[src/hdl/dual_slope_consts.vh]
// Constants for the dual-slope conversion sequencer
`ifndef DUAL_SLOPE_CONSTS_VH
`define DUAL_SLOPE_CONSTS_VH
`define CYCLE_LEN 14'd8192
`define INT_LEN 14'd2048
`define FULL_SCALE 13'd4096
`define NULL_MIN 14'd2048
`define NULL_LEN 14'd2048
`define START_DELAY 3'd7
`define RESULT_W 12
`define HS_BYTE_W 8
`endif

[src/hdl/dual_slope_conversion_sequencer.v]
// Phase sequencer, result latch and output control of a dual-slope converter
//
// Behaviour
// - Mode low: direct, chip/byte enable controlled output
// - Mode pulse: one two-byte handshake, then direct
// - Mode held high: handshake after every conversion
// - Status rises when signal integrate begins
// - Status falls one clock after latch update
// - Latches never change while status low
// - Run high: continuous 8192-period cycles
// - Run low early: finish conversion, then null
// - Run low: minimum null, then wait
// - Integrate starts seven periods after run high
// - Run low after crossing: null immediately
// - Run low in null: halt at null end
// - 12-bit count latched with sign, over-range
// - Count 4096 is full scale
// - Phases in order null, integrate, reference
// - Integrate 2048 periods, then record sign
// - Count reference periods until comparator crossing
`timescale 1ns/1ps
`include "dual_slope_consts.vh"
module dual_slope_conversion_sequencer
(
	// Clock and reset
	input wire core_clk_in,
	input wire reset_in,
	// Converter control and analog feedback
	input wire run_in,
	input wire mode_in,
	input wire comparator_in,
	input wire send_in,
	// Direct mode enables, active low
	input wire chip_enable_n_in,
	input wire upper_byte_select_n_in,
	input wire lower_byte_select_n_in,
	// Handshake mode strobes, active low, and their active-high enable
	output wire load_n_out,
	output wire upper_byte_flag_n_out,
	output wire lower_byte_flag_n_out,
	output wire handshake_strobes_oe_out,
	// Phase indications
	output wire offset_null_phase_out,
	output wire integrate_phase_out,
	output wire reference_integrate_phase_out,
	output reg status_out,
	// Three-state result outputs
	output reg [`RESULT_W-1:0] data_out,
	output reg sign_flag_out,
	output reg over_range_out,
	output wire [7:0] data_oe_out,
	output wire flags_oe_out
);
	localparam PH_NULL = 2'd0;
	localparam PH_INT = 2'd1;
	localparam PH_REF = 2'd2;
	localparam PH_WAIT = 2'd3;
	localparam HS_IDLE = 3'd0;
	localparam HS_HI_WAIT = 3'd1;
	localparam HS_HI_LOAD = 3'd2;
	localparam HS_HI_HOLD = 3'd3;
	localparam HS_LO_WAIT = 3'd4;
	localparam HS_LO_LOAD = 3'd5;
	localparam HS_LO_HOLD = 3'd6;

	wire run_s;
	wire mode_s;
	wire cmp_s;
	reg [1:0] phase_r;
	reg [13:0] cnt_r;
	reg [12:0] ref_cnt_r;
	reg crossed_r;
	reg sign_r;
	reg hold_req_r;
	reg [2:0] delay_r;
	reg [2:0] hs_r;
	reg mode_d_r;
	reg hs_pending_r;
	reg status_fall_r;
	reg update_r;

	// Synchronise asynchronous inputs
	sync_bit u_sync_run (.core_clk_in(core_clk_in), .async_in(run_in),
		.sync_out(run_s));
	sync_bit u_sync_mode (.core_clk_in(core_clk_in), .async_in(mode_in),
		.sync_out(mode_s));
	sync_bit u_sync_cmp (.core_clk_in(core_clk_in),
		.async_in(comparator_in), .sync_out(cmp_s));

	assign offset_null_phase_out = (phase_r == PH_NULL) ||
		(phase_r == PH_WAIT);
	assign integrate_phase_out = (phase_r == PH_INT);
	assign reference_integrate_phase_out = (phase_r == PH_REF);

	// Phase sequencer: null, integrate, reference, fixed cycle
	always @(posedge core_clk_in)
	begin
		update_r <= 1'b0;
		if (reset_in)
		begin
			phase_r <= PH_NULL;
			cnt_r <= 14'd0;
			ref_cnt_r <= 13'd0;
			crossed_r <= 1'b0;
			sign_r <= 1'b0;
			hold_req_r <= 1'b0;
			delay_r <= 3'd0;
		end
		else
		begin
			case (phase_r)
			PH_NULL:
			begin
				cnt_r <= cnt_r + 14'd1;
				// Minimum null time, then halt while run is low
				if (cnt_r + 14'd1 >= (hold_req_r ? `NULL_MIN : `NULL_LEN))
				begin
					if (!run_s)
					begin
						phase_r <= PH_WAIT;
						delay_r <= 3'd0;
					end
					else if (!hold_req_r)
					begin
						phase_r <= PH_INT;
						cnt_r <= 14'd0;
					end
					else
					begin
						phase_r <= PH_WAIT;
						delay_r <= 3'd1;
					end
				end
			end
			PH_WAIT:
			begin
				// Seven periods from run high to integrate
				if (delay_r == 3'd0)
				begin
					if (run_s)
						delay_r <= 3'd1;
				end
				else if (delay_r == `START_DELAY - 3'd1)
				begin
					phase_r <= PH_INT;
					cnt_r <= 14'd0;
					hold_req_r <= 1'b0;
				end
				else
					delay_r <= delay_r + 3'd1;
			end
			PH_INT:
			begin
				cnt_r <= cnt_r + 14'd1;
				if (!run_s)
					hold_req_r <= 1'b1; // Finish, then null
				// Fixed integrate time, sign captured at its end
				if (cnt_r + 14'd1 == `INT_LEN)
				begin
					phase_r <= PH_REF;
					sign_r <= cmp_s;
					ref_cnt_r <= 13'd0;
					crossed_r <= 1'b0;
				end
			end
			PH_REF:
			begin
				cnt_r <= cnt_r + 14'd1;
				// Count until crossing, capped at full scale
				if (!crossed_r && ref_cnt_r != `FULL_SCALE)
				begin
					if (cmp_s != sign_r)
					begin
						crossed_r <= 1'b1;
						update_r <= 1'b1;
					end
					else
					begin
						ref_cnt_r <= ref_cnt_r + 13'd1;
						// Last period with no crossing latches over-range
						if (cnt_r + 14'd1 == `CYCLE_LEN - `NULL_LEN)
							update_r <= 1'b1;
					end
				end
				else if (!crossed_r)
				begin
					crossed_r <= 1'b1; // Over-range, fill remaining time
					update_r <= 1'b1;
				end
				if (!run_s && !crossed_r)
					hold_req_r <= 1'b1;
				// Early end after crossing when run low
				if (crossed_r && (!run_s || hold_req_r))
				begin
					phase_r <= PH_NULL;
					cnt_r <= 14'd0;
					hold_req_r <= 1'b1;
				end
				else if (cnt_r + 14'd1 == `CYCLE_LEN - `NULL_LEN)
				begin
					phase_r <= PH_NULL;
					cnt_r <= 14'd0;
				end
			end
			default:
				phase_r <= PH_NULL;
			endcase
		end
	end

	// Result latch, held during handshake and while status low
	always @(posedge core_clk_in)
	begin
		if (reset_in)
		begin
			data_out <= {`RESULT_W{1'b0}};
			sign_flag_out <= 1'b0;
			over_range_out <= 1'b0;
		end
		else if (update_r && status_out && hs_r == HS_IDLE)
		begin
			data_out <= ref_cnt_r[`RESULT_W-1:0];
			sign_flag_out <= sign_r;
			over_range_out <= ref_cnt_r[`RESULT_W];
		end
	end

	// Status rises at integrate start, falls a step after latch
	always @(posedge core_clk_in)
	begin
		if (reset_in)
		begin
			status_out <= 1'b0;
			status_fall_r <= 1'b0;
		end
		else
		begin
			status_fall_r <= update_r;
			if (phase_r == PH_INT && cnt_r == 14'd0)
				status_out <= 1'b1;
			else if (status_fall_r)
				status_out <= 1'b0;
		end
	end

	// Handshake output sequencer
	always @(posedge core_clk_in)
	begin
		if (reset_in)
		begin
			hs_r <= HS_IDLE;
			mode_d_r <= 1'b0;
			hs_pending_r <= 1'b0;
		end
		else
		begin
			mode_d_r <= mode_s;
			case (hs_r)
			HS_IDLE:
			begin
				if ((mode_s && !mode_d_r) || (mode_s && status_fall_r))
					hs_pending_r <= 1'b1;
				// Entry waits until latch data is stable
				if (hs_pending_r && !update_r && !status_fall_r)
				begin
					hs_pending_r <= 1'b0;
					hs_r <= HS_HI_WAIT;
				end
			end
			HS_HI_WAIT: if (send_in) hs_r <= HS_HI_LOAD;
			HS_HI_LOAD: hs_r <= HS_HI_HOLD;
			HS_HI_HOLD: if (send_in) hs_r <= HS_LO_WAIT;
			HS_LO_WAIT: if (send_in) hs_r <= HS_LO_LOAD;
			HS_LO_LOAD: hs_r <= HS_LO_HOLD;
			HS_LO_HOLD: if (send_in) hs_r <= HS_IDLE;
			default: hs_r <= HS_IDLE;
			endcase
		end
	end

	// Output enables: direct by enables, handshake by sequencer
	wire hs_on = (hs_r != HS_IDLE);
	wire hi_act = (hs_r == HS_HI_LOAD) || (hs_r == HS_HI_HOLD);
	wire lo_act = (hs_r == HS_LO_LOAD) || (hs_r == HS_LO_HOLD);
	wire dir_hi = !mode_s && !hs_on && !chip_enable_n_in &&
		!upper_byte_select_n_in;
	wire dir_lo = !mode_s && !hs_on && !chip_enable_n_in &&
		!lower_byte_select_n_in;
	assign data_oe_out = {8{hs_on ? lo_act : dir_lo}};
	assign flags_oe_out = hs_on ? hi_act : dir_hi;
	assign handshake_strobes_oe_out = hs_on || mode_s;
	assign load_n_out = !((hs_r == HS_HI_LOAD) || (hs_r == HS_LO_LOAD));
	assign upper_byte_flag_n_out = !hi_act;
	assign lower_byte_flag_n_out = !lo_act;
endmodule // dual_slope_conversion_sequencer

[src/hdl/sync_bit.v]
// Two-stage synchroniser for one asynchronous input
`timescale 1ns/1ps
module sync_bit
(
	// Clock
	input wire core_clk_in,
	// Raw and synchronised level
	input wire async_in,
	output reg sync_out
);
	reg meta_r;

	// First stage feeds only the second stage
	always @(posedge core_clk_in)
	begin
		meta_r <= async_in;
		sync_out <= meta_r;
	end
endmodule // sync_bit

[config.mk]
export PLATFORM = sky130hd
export DESIGN_NAME = dual_slope_conversion_sequencer
export DESIGN_NICKNAME = d
export VERILOG_FILES = /design/src/hdl/dual_slope_conversion_sequencer.v /design/src/hdl/sync_bit.v
export VERILOG_INCLUDE_DIRS = /design/src /design/src/hdl
export SDC_FILE = /design/constraint.sdc
export NUM_CORES = 1
export LEC_CHECK = 0
export BUFFER_PORTS_ARGS = -buffer_cell sky130_fd_sc_hd__buf_2
export CAP_MARGIN = 20
export CORE_ASPECT_RATIO = 0.9
export CORE_MARGIN = 2
export CORE_UTILIZATION = 60
export DETAILED_ROUTE_END_ITERATION = 12
export GPL_TIMING_DRIVEN = 1
export PLACE_DENSITY_LB_ADDON = 0.12
export SETUP_SLACK_MARGIN = 0.3
export SKIP_LAST_GASP = 1
export SLEW_MARGIN = 5
export SYNTH_ARGS = -nofsm -noshare
export SYNTH_HDL_FRONTEND = slang
export SYNTH_SLANG_ARGS = --single-unit
export TNS_END_PERCENT = 5
[constraint.sdc]
create_clock -name core_clk_in -period 7 [get_ports core_clk_in]
set_input_delay 0 -clock core_clk_in [delete_from_list [all_inputs] [get_ports core_clk_in]]
set_output_delay 0 -clock core_clk_in [all_outputs]
set_load 0.01 [all_outputs]
# [After elaboration in Yosys (flattened, before gate mapping)]
# Index checks and enable logic that the tools add are counted.
[op_classes] addsub=3 mul=0 div_mod_pow=0 n_lt_le_gt_ge=1 n_eq_ne=32 n_shift=0 n_mux=54 n_bitwise=1 reduce_logical=54
[op_table] operator="$mux 14" count=7
[op_table] operator="$pmux 14 s4" count=1
[op_table] operator="$mux 13" count=3
[op_table] operator="$mux 3" count=11
[op_table] operator="$pmux 13 s2" count=1
[op_table] operator="$pmux 3 s7" count=1
[op_table] operator="$reduce_and 5->1" count=4
[op_table] operator="$mux 1" count=18
[op_table] operator="$mux 2" count=8
[op_table] operator="$add 14x1->14 const B" count=1
[op_table] operator="$eq 14x12->1 const B" count=1
[op_table] operator="$eq 14x13->1 const B" count=1
[op_table] operator="$ge 14x12->1 const B" count=1
[op_table] operator="$logic_and 1x1->1" count=14
[op_table] operator="$logic_not 14->1" count=1
[op_table] operator="$ne 2x2->1 const B" count=7
[op_table] operator="$add 13x1->13 const B" count=1
[op_table] operator="$logic_not 1->1" count=13
[op_table] operator="$ne 13x13->1 const B" count=1
[op_table] operator="$eq 3x3->1 const B" count=4
[op_table] operator="$ne 2x1->1 const B" count=5
[op_table] operator="$pmux 2 s4" count=1
[op_table] operator="$reduce_bool 2->1" count=4
[op_table] operator="$logic_or 1x1->1" count=7
[op_table] operator="other kinds (20)" count=29
[word_totals] reg_bits=63 latch_bits=0 ramBits=0 mem_bits_ro=0 out_inout_bits=31 mem_count=0

# [Depth between registers and ports, before layout]
# Gate-level depths: netlist of run 1.
[logic_depth] ltp_word=6 ltp_mapped=10 mapped_depth_nobuf=9

# [By module]
# A second synthesis of run 1 with hierarchy kept.
[hier_totals] cells_unflattened=444 hier_area_um2=3485.8
[by_module_without_submodules] mod="dual_slope_conversion_sequencer" instances=1 cells_each=438 area_each_um2=3365.7 seq_area_each_um2=1141.1
[by_module_without_submodules] mod="sync_bit" instances=3 cells_each=2 area_each_um2=40.0 seq_area_each_um2=40.0

# [Worst setup path after synthesis of run 1]
# OpenSTA, ideal clock, no wires.
[synth_timing] kind="register to register" start="register cnt_r[0]" end="register ref_cnt_r[11]" setup_time_ns=0.070 arrival_time_ns=2.358 t_required_ns=6.930 path_slack_ns=4.572 stages_incl_launch_ff=10 n_path_buf=1 period_less_slack_ns=2.428 path_cell_list="dfxtp_1 ha_1 and3_1 a311oi_1 a31oi_1 nor4_4 a21oi_2 buf_2 or3_1 a21oi_1"
[synth_via] elab_chain_len=4
[synth_rtl] element="start, declared" line="dual_slope_conversion_sequencer.v:70" source="reg [13:0] cnt_r;"
[synth_rtl] element="start signal, assigned" line="dual_slope_conversion_sequencer.v:114" source="cnt_r <= cnt_r + 14'd1;"
[synth_rtl] element="start signal, assigned" line="dual_slope_conversion_sequencer.v:154" source="cnt_r <= cnt_r + 14'd1;"
[synth_rtl] element="start signal, assigned" line="dual_slope_conversion_sequencer.v:168" source="cnt_r <= cnt_r + 14'd1;"
[synth_rtl] element="$add 14x1->14" line="dual_slope_conversion_sequencer.v:158" source="if (cnt_r + 14'd1 == `INT_LEN)"
[synth_rtl] element="$eq 14x12->1 (no source line)"
[synth_rtl] element="$ne 2x1->1 (no source line)"
[synth_rtl] element="$reduce_and 4->1 (no source line)"
[synth_rtl] element="end signal, assigned" line="dual_slope_conversion_sequencer.v:179" source="ref_cnt_r <= ref_cnt_r + 13'd1;"
[synth_rtl] element="end, declared" line="dual_slope_conversion_sequencer.v:71" source="reg [12:0] ref_cnt_r;"
# No other way between the ends.
# A chain may end at the register's enable or synchronous reset.

# [Worst setup path after layout of run 1]
[layout_timing] start="register cnt_r[1]" end="register ref_cnt_r[11]"
# The elaborated chain is that of the path after synthesis.

==> results of run 1 <==
==> cells in the mapped netlist, types with 3 or more instances <==
| master | instances |
|---|---|
| a21oi_1 | 43 |
| a22oi_1 | 3 |
| a311oi_1 | 3 |
| a31o_2 | 3 |
| a31oi_1 | 9 |
| a41oi_1 | 3 |
| and3_1 | 10 |
| buf_2 | 8 |
| buf_4 | 8 |
| clkbuf_1 | 15 |
| dfxtp_1 | 63 |
| ha_1 | 12 |
| inv_1 | 13 |
| mux2i_1 | 3 |
| nand2_1 | 58 |
| nand2b_1 | 11 |
| nand3_1 | 29 |
| nand4_1 | 5 |
| nor2_1 | 17 |
| nor2b_1 | 3 |
| nor3_1 | 12 |
| nor4_1 | 3 |
| o21ai_0 | 20 |
| o31ai_1 | 9 |
| or2_2 | 3 |
| or3_1 | 11 |
| or4_1 | 4 |
| xnor2_1 | 3 |
| xor2_1 | 4 |
==> state kept, by name (all words and copies together), names as in the netlist, 2 cells and up <==
name / cells
hs_r: 3
data_out: 12
ref_cnt_r: 13
delay_r: 3
phase_r: 2
cnt_r: 14
==> per-layer routing <==
layer  up-vias  wire length [µm]  global-route usage, %
li1       1547                 -                      -
met4         0                46                   4.92
met5         -                 0                      0
met2       125              3230                   40.2
met1      1412              3570                   35.8
met3         7               615                   8.51
==> cell usage in the layout (no fill, tap or decap), types with 2 or more instances in the layout <==
cell type,synthesis,final
a21oi_1,43,43
nor2b_1,3,3
a31o_2,3,3
dfxtp_1,63,63
nor4_1,3,3
or2_2,3,3
clkbuf_8,0,9
or3_1,11,11
nand3b_1,2,2
mux2_2,2,2
a311oi_1,3,3
mux2i_1,3,3
ha_1,12,12
nand3_1,29,29
nand2b_1,11,11
a41oi_1,3,3
clkinvlp_4,0,2
and3_1,10,10
clkinv_2,0,2
xor2_1,4,4
nor2_1,17,17
or4_1,4,4
clkbuf_1,15,2
a211oi_1,2,2
a31oi_1,9,9
a22oi_1,3,3
buf_4,8,2
o21ai_0,20,20
nand4_1,5,5
nor3_1,12,12
dlygate4sd3_1,0,3
buf_2,8,40
and4_1,2,2
nand2_1,58,58
nor4b_1,2,2
and3_4,2,2
inv_1,13,13
o31ai_1,9,9
xnor2_1,3,3
==> layout make-up <==
type	count	area [µm²]
clock buffers	11	131
clock inverters	5	33.8
well taps	67	83.8
flip-flops and latches	63	1260
multi-input cells	311	1870
inverters	14	52.6
fillers	445	1640
repair buffers	45	245
==> power by group through the flow <==
stage               clock [mW]  combinational, mW  sequential, mW
CTS                      0.276              0.302           0.411
finish                   0.271              0.305           0.412
global placement             0              0.294           0.418
floorplan                    0              0.245           0.409
detailed placement           0              0.299           0.420
global route             0.292              0.343           0.417
==> per-stage QoR <==
step | power [mW] | area (µm²) | utilization [%]
finish | 0.989 | 3680 | 69.2
global route | 1.05 | 3680 | 69.2
CTS | 0.989 | 3680 | 69.2
detailed placement | 0.718 | 3480 | 65.5
global placement | 0.712 | 3480 | 65.4
floorplan | 0.654 | 3350 | -
==> worst max-delay path, stage by stage (launching register included) <==
cell and delay, ps:
dfxtp_1 440, ha_1 270, nand3_1 160, nor2_2 240, a31oi_1 180, nor4_4 570, nand3_1 210, o21ai_0 730
buf_2 300, a21oi_1 60
==> kinds of logic after synthesis <==
group,share of synthesized area (%)
AO/OA/AOI/OAI,20.8
XOR/XNOR,1.83
adder cells (fa/ha/maj),4.49
buffers and inverters,6.36
flip-flops,37.7
multiplexers,1.57
AND/OR/NAND/NOR,27.3
==> path summary, 6_finish.rpt <==
path / start / to / slack, ps / depth (start not counted)
setup / recovery: cnt_r[1] / ref_cnt_r[11] / 3740 / 9
hold / removal: send_in / hs_r[0] / 40 / 3
setup reg to reg: cnt_r[1] / ref_cnt_r[11] / 3740 / 9
hold reg to reg: u_sync_mode.meta_r / u_sync_mode.sync_out / 330 / 0
==> flow_summary.toml, run 1 <==
[drt]
vias = 3091
drt-total-wl_um = 7470
dr.pass1.iters = 5
wire_per_inst_um = 14.5
vias_per_cell = 5.99
drtAntennaViolNets = 0
drt-initial-drc-count = 247
drc = 0

[critical_path]
worstSetupPathType = "flip-flop to flip-flop"
end_kind = "flip-flop"
cp_data_arrival_time_ps = 3490
cp_max_fo = 7
required_ps = 7220
start_kind = "flip-flop"

[placed_design]
place_hpwl_um = 5150
dpl.cell_count = 497
dpl_worst_slack_ps = 3820
port_buffers = 39
place.gp.congestion = 0.978

[layout]
drive_above_1_share_pct = 15.8
syn_to_final_growth_pct = 9.99
n_antenna_cell = 0
stdcell_count = 516
fin_nets = 465

[synthesis]
syn_area_um2 = 3350
synth_cell_type_count = 55
avgSynthCellArea_um2 = 7.97
synth_edf_count = 0
yosysSeqAreaShare_pct = 37.7
yosysTopAreaCell = "dfxtp_1"
synth.area.top_cells = "dfxtp_1 38%, nand2_1 6.5%, a21oi_1 6.4%"
async_flop_share_pct = 0
synth_warnings = 0
syn-num-nets = 441
synth.top_cell.area_share_pct = 37.7
ys.flop_type = "dfxtp_1"
synth_seq_cells = 63
syn-instance-count = 420

[timing]
setup_viol = 0
finalMaxSlewViolations = 0
whs_ps = 37.8
max_clock_freq_ghz = 0.306
rsz0062_at_grt = "no"
worst_pin_slew_ps = 917
clock-skew-final_ps = 11.1
min_period_ps = 3260
relSlewSlack_pct = 38.9
hold_violations = 0
period_share_pct = 46.6
layout_setup_ws_ps = 3740
final.setup.tns_ps = 0

[power]
swShare_pct = 37.2
power_frac_clock_pct = 27.4
ir_worst_vdd_mv = 0.256
seq_power_share_pct = 41.7
power.leakage_nw = 1.35
comb_power_share_pct = 30.9
p_per_area_nw_per_um2 = 269
p_int_uw = 621
power.switching_uw = 368

[clock_network]
post_cts_buffers = 0
cts_tree = "built"
ctsResizeCount = 0
numCtsBuffers = 9
cts_htree_levels = 3
cts_num_sinks = 63
clockRootBuffer = "clkbuf_8"
clkLatencyLatePin_ps = 340
clk_pin_slew_ps = 70
clock_path_buffers = 2
holdBufCountCts = 3

[global_routing]
grt_pass1_wl_um = 12500
first_global_vias = 2722
grt_remaining_overflow = 0
grt_util_all_layers_pct = 25.9
antenna_found_initial = 0
grt_max_degree = 45

[run_status]
status = "completed"

[floorplanning]
ios = 40
rows = 25
die-area_um2 = 6190
die_w_um = 82.7
die_h_um = 74.8
core_um2 = 5320
initial_core_util_pct = 62.9

[hold_path]
hold_path_class = "primary input to flip-flop"

[job]
maxCapViolations = 0
No activity file was read; power rests on OpenSTA's default activity.
==> run 2: changes to the inputs <==
--- a/config.mk
+++ b/config.mk
@@ -10,7 +10,7 @@
 export CAP_MARGIN = 20
 export CORE_ASPECT_RATIO = 0.9
 export CORE_MARGIN = 2
-export CORE_UTILIZATION = 60
+export CORE_UTILIZATION = 52
 export DETAILED_ROUTE_END_ITERATION = 12
 export GPL_TIMING_DRIVEN = 1
 export PLACE_DENSITY_LB_ADDON = 0.12
==> constraint.sdc (replaced) <==
create_clock -name core_clk_in -period 2.65 [get_ports core_clk_in]
set_input_delay 0 -clock core_clk_in [delete_from_list [all_inputs] [get_ports core_clk_in]]
set_output_delay 0 -clock core_clk_in [all_outputs]
set_load 0.01 [all_outputs]
==> run 2 against run 1 <==
Sequential share of layout area fell by 4.0 points. Clock-buffer cell count decreased by 2. Global-route usage is 2.3 points lower. Core utilization is 0.51 points lower. Cell area grew 15%. Critical path depth increased by 2. Non-clock buffer count up 31. Register-to-register slack got worse by 3500 ps. Setup slack worse by 3500 ps. Power grew to 3.2 times the previous value. First-iteration DRC count rose by 30%.
==> flow_summary.toml, run 2 (synthesized netlist as in run 1, its figures left out) <==
[timing]
rsz0062_at_grt = "yes"
final.setup.tns_ps = 0
worst_pin_slew_ps = 541
relSlewSlack_pct = 63.7
hold_violations = 0
max_clock_freq_ghz = 0.413
clock-skew-final_ps = 10.6
finalMaxSlewViolations = 0
min_period_ps = 2420
whs_ps = 25.3
period_share_pct = 91.4
layout_setup_ws_ps = 227
setup_viol = 0

[drt]
drc = 0
dr.pass1.iters = 5
drt-total-wl_um = 8800
vias = 3319
wire_per_inst_um = 15.5
vias_per_cell = 5.84
drt-initial-drc-count = 320
drtAntennaViolNets = 0

[clock_network]
cts_htree_levels = 3
clkLatencyLatePin_ps = 340
clockRootBuffer = "clkbuf_8"
numCtsBuffers = 9
cts_tree = "built"
clk_pin_slew_ps = 80
cts_num_sinks = 63
clock_path_buffers = 2

[layout]
largest_reg_flops = 14
drive_above_1_share_pct = 30.6
multi_input_area_um2 = 2100
most-common-layout-cells = "58 x nand2_1, 52 x dfxtp_1, 41 x a21oi_1"
fin_nets = 497
seq_area_um2 = 1290
final_common_cell = "nand2_1"
largest-register = "cnt_r"
fillers = 501
stdcell_count = 568
syn_to_final_growth_pct = 26.9
largestRegisters = "cnt_r: 14 flops, ref_cnt_r: 13 flops, data_out: 12 flops"
n_antenna_cell = 0

[critical_path]
r2r_slack_ps = 230
cp_max_fo = 9
cp_data_arrival_time_ps = 2690
timing.rr.start = "cnt_r[3]"
cpPeakStageDelay_ps = 430
end_kind = "flip-flop"
reg2reg_depth = 11
worstSetupPathType = "flip-flop to flip-flop"
slowest_stage = "dfxtp_2"
start_kind = "flip-flop"
timing.rr.end = "cnt_r[8]"
required_ps = 2910
cp_common_cell = "buf_4"
crit_chain = "nand4_1 -> o31a_1 -> a31oi_4 -> nor4_4 -> buf_4 -> buf_4 -> a211oi_4 -> buf_6 -> buf_8 -> a41oi_2 -> o31ai_4"

[power]
ir_worst_vdd_mv = 0.561
fin_total_pwr_mw = 3.20
p_per_area_nw_per_um2 = 753
power.leakage_nw = 1.57

[hold_path]
min_to = "hs_r[0]"
worstHoldStart = "send_in"
hold_path_class = "primary input to flip-flop"
hold_depth = 3

[global_routing]
grt_util_all_layers_pct = 23.6
grt_max_degree = 44
grt_remaining_overflow = 0
antenna_found_initial = 0
first_global_vias = 2840
grt_pass1_wl_um = 13300

[floorplanning]
die-area_um2 = 7090
initial_core_util_pct = 54.1
die_h_um = 80.1
core_um2 = 6180
rows = 27
die_w_um = 88.6
ios = 40

[placed_design]
place_hpwl_um = 5400
dpl.cell_count = 535
dpl_worst_slack_ps = 129
place.gp.congestion = 0.897
port_buffers = 39

[run_status]
status = "completed"

[job]
maxCapViolations = 0
[run 2: cell count changes in the layout (fill, tap and decap cells not counted), sizes merged]
cell / before / now
clkbuf: 11 / 9
a21oi: 44 / 45
clkinv: 3 / 4
bufinv: 0 / 1
buf: 42 / 73
[run 2: area by class of cell]
cell class	instances	area share, %
inverter	14	1.24
clock inverter	7	1.71
multi-input combinational	312	49.5
timing repair buffer	76	11.8
sequential	63	30.3
clock buffer	9	2.92
tap	87	2.56
[run 2: worst max-delay path by stage]
stage                              end  cells after the start  slack, ps  startpoint
after floorplan               cnt_r[9]                      9        280    cnt_r[1]
after global placement    ref_cnt_r[1]                      8        170    cnt_r[0]
after detailed placement      cnt_r[7]                      7        130    cnt_r[7]
after CTS                   delay_r[2]                      9        280    cnt_r[0]
after global routing          cnt_r[8]                     11        170    cnt_r[3]
final                         cnt_r[8]                     11        230    cnt_r[3]
[run 2: worst max-delay path, delay by kind of cell (launching register included)]
kind | cells | cell delay (ps)
AND/OR/NAND/NOR | 2 | 270
flip-flops | 1 | 430
buffers and inverters | 4 | 610
AO/OA/AOI/OAI | 5 | 1030
[run 2: through the flow]
step                      utilization (%)  instance area [µm²]
final                                68.7                 4250
after global routing                 68.7                 4250
after global placement               59.0                 3650
after detailed placement             59.0                 3650
after CTS                            63.9                 3950
after floorplan                         -                 3350
[run 2: report_power, final]
part / leakage (nW) / switching, mW / internal [mW]
registers: 0.518 / 0.0738 / 1.01
logic: 0.954 / 0.715 / 0.559
clock network: 0.0956 / 0.402 / 0.435
[run 2: repair_timing]
item                                    CTS  global route
pin swaps                                 4            12
hold buffers                              3             0
cloned                                    0             3
endpoints found under the setup margin   27            39
hold endpoints to repair                  3             0
setup buffers                             2             9
gates resized for setup                  15            59
[run 2: layer usage]
metal	GRT usage (%)	vias up	share of wire, %
met5	0	-	0
met4	6.97	0	1.3
met3	7.50	15	7.5
met2	35.3	133	45
met1	32.5	1542	46
li1	-	1629	-
==> run 3: changes to the inputs <==
==> constraint.sdc (replaced) <==
create_clock -name core_clk_in -period 2.1 [get_ports core_clk_in]
set_input_delay 0 -clock core_clk_in [delete_from_list [all_inputs] [get_ports core_clk_in]]
set_output_delay 0 -clock core_clk_in [all_outputs]
set_load 0.01 [all_outputs]
==> run 3 against run 2 <==
The run now ends with setup timing left. Register-to-register slack worse by 480 ps. Sequential cell count unchanged. Global-route usage up 2.5 points. Die area unchanged. Combinational power up 21%. Final cell count up 8.5%. Clock power up 31%. Core utilization up 5.2 points. Via count up 2.8%. Wire length up 3.9%. Sequential share of layout area down 2.4 points. Critical endpoint is now delay_r[2]. Largest power group unchanged. Highest routed layer unchanged.
==> flow_summary.toml, run 3 (synthesized netlist as in run 1, its figures left out) <==
[critical_path]
cp_data_arrival_time_ps = 2640
r2r_slack_ps = -250
cp-startpoint = "cnt_r[0]"
reg2reg_depth = 10
timing.rr.start = "cnt_r[0]"
required_ps = 2390
timing.rr.end = "delay_r[2]"
start_kind = "flip-flop"
cp_max_fo = 6
worstSetupPathType = "flip-flop to flip-flop"
end_kind = "flip-flop"

[floorplanning]
die_h_um = 80.1
ios = 40
die-area_um2 = 7090
core_um2 = 6180
die_w_um = 88.6
rows = 27
initial_core_util_pct = 54.1

[hold_path]
min_to = "hs_r[1]"
hold_path_class = "primary input to flip-flop"
hold_depth = 3
worstHoldStart = "send_in"

[drt]
drt-initial-drc-count = 198
dr.pass1.iters = 5
wire_per_inst_um = 14.8
drt-total-wl_um = 9130
drtAntennaViolNets = 0
drc = 0
vias = 3413
vias_per_cell = 5.54

[layout]
largest_reg_flops = 14
largestRegisters = "cnt_r: 14 flops, ref_cnt_r: 13 flops, data_out: 12 flops"
stdcell_count = 616
n_antenna_cell = 0
fillers = 486
drive_above_1_share_pct = 34.0
final_common_cell = "buf_4"
final_area_um2 = 4570
largest-register = "cnt_r"
fin_nets = 545
seq_area_um2 = 1270
syn_to_final_growth_pct = 36.6
multi_input_area_um2 = 2060
most-common-layout-cells = "78 x buf_4, 58 x nand2_1, 57 x dfxtp_1"

[run_status]
failed_checks = "setup timing"
status = "finished with violations"

[timing]
relSlewSlack_pct = 66.8
finalMaxSlewViolations = 0
setup_viol = 31
final.setup.tns_ps = -4990
clock-skew-final_ps = 11.5
layout_setup_ws_ps = -250
rsz0062_at_grt = "yes"
period_share_pct = 112
min_period_ps = 2350
max_clock_freq_ghz = 0.426
whs_ps = 39.0
worst_pin_slew_ps = 496
hold_violations = 0

[clock_network]
cts_num_sinks = 63
clkLatencyLatePin_ps = 350
cts_tree = "built"
clk_pin_slew_ps = 70
numCtsBuffers = 9
clockRootBuffer = "clkbuf_8"
clock_path_buffers = 2
cts_htree_levels = 3

[placed_design]
place_hpwl_um = 6120
place.gp.congestion = 0.931
dpl.cell_count = 583
place_area_um2 = 4090
port_buffers = 39

[power]
ir_worst_vdd_mv = 0.662
power.leakage_nw = 1.81
p_per_area_nw_per_um2 = 882

[global_routing]
grt_max_degree = 44
first_global_vias = 3131
grt_remaining_overflow = 0
grt_pass1_wl_um = 14400
grt_util_all_layers_pct = 26.1
antenna_found_initial = 0

[job]
maxCapViolations = 0
-- run 3: changes by cell type in the layout (fill, tap and decap cells not counted), moves of 2 or more --
cell / previous run / this run
buf_6: 4 / 2
nor2_4: 3 / 1
nor2_1: 14 / 16
o21ai_1: 2 / 4
dfxtp_1: 52 / 57
o31ai_1: 6 / 9
dfxtp_4: 5 / 2
a41oi_2: 3 / 0
o31ai_2: 2 / 0
dfxtp_2: 6 / 4
buf_4: 28 / 78
a41oi_1: 0 / 3
-- run 3: how the worst max path moves through the flow --
stage	end	slack, ps	cells after the start
finish	delay_r[2]	-250	10
global route	cnt_r[8]	-350	8
CTS	ref_cnt_r[4]	-220	10
detailed placement	phase_r[1]	-240	8
global placement	phase_r[1]	-180	8
floorplan	ref_cnt_r[8]	-100	8
-- run 3: timing repair --
item,in CTS,in global routing
pin swaps,5,12
gates resized for setup,11,20
hold endpoints to repair,3,0
hold buffers,3,0
setup endpoints to repair,43,47
cloned,0,3
setup buffers,5,6
-- run 3: per-stage QoR --
| step | worst slack, ps | power (mW) | util (%) |
|---|---|---|---|
| 2_1_floorplan | -101 | 2.24 | - |
| 3_3_place_gp | -179 | 2.66 | 66.2 |
| 3_5_place_dp | -236 | 2.70 | 66.2 |
| 4_1_cts | -217 | 3.88 | 71.7 |
| 5_1_grt | -349 | 4.28 | 73.9 |
| 6_report | -250 | 4.03 | 73.9 |
-- run 3: layout make-up --
cell class | instances | share of cell area (%)
clock buffer | 11 | 3.34
timing repair buffer | 124 | 18.9
sequential | 63 | 27.9
inverter | 14 | 1.15
clock inverter | 5 | 1.20
multi-input combinational | 312 | 45.1
tap | 87 | 2.38
-- run 3: routing by layer --
metal / vias up / track usage, % / part of all wire [%]
met5: - / 0 / 0
met4: 0 / 8.18 / 1.3
met3: 14 / 6.06 / 5.7
met2: 111 / 40.5 / 46
met1: 1566 / 35.9 / 47
li1: 1722 / - / -
-- run 3: worst max-delay path, cell delays in order (launching register included) --
cell and delay, ps:
dfxtp_4 390, ha_4 150, and3_4 220, nand4_1 200
xor2_2 260, buf_4 160, a21bo_2 200, a221oi_4 300
buf_4 170, and3_1 150, a31o_2 90
-- run 3: where the power goes --
part           internal, mW  switching, mW  total [mW]  leakage [nW]
logic                 0.697          0.839        1.54          1.20
clock network         0.616          0.489        1.10         0.100
registers              1.29          0.102        1.39         0.514
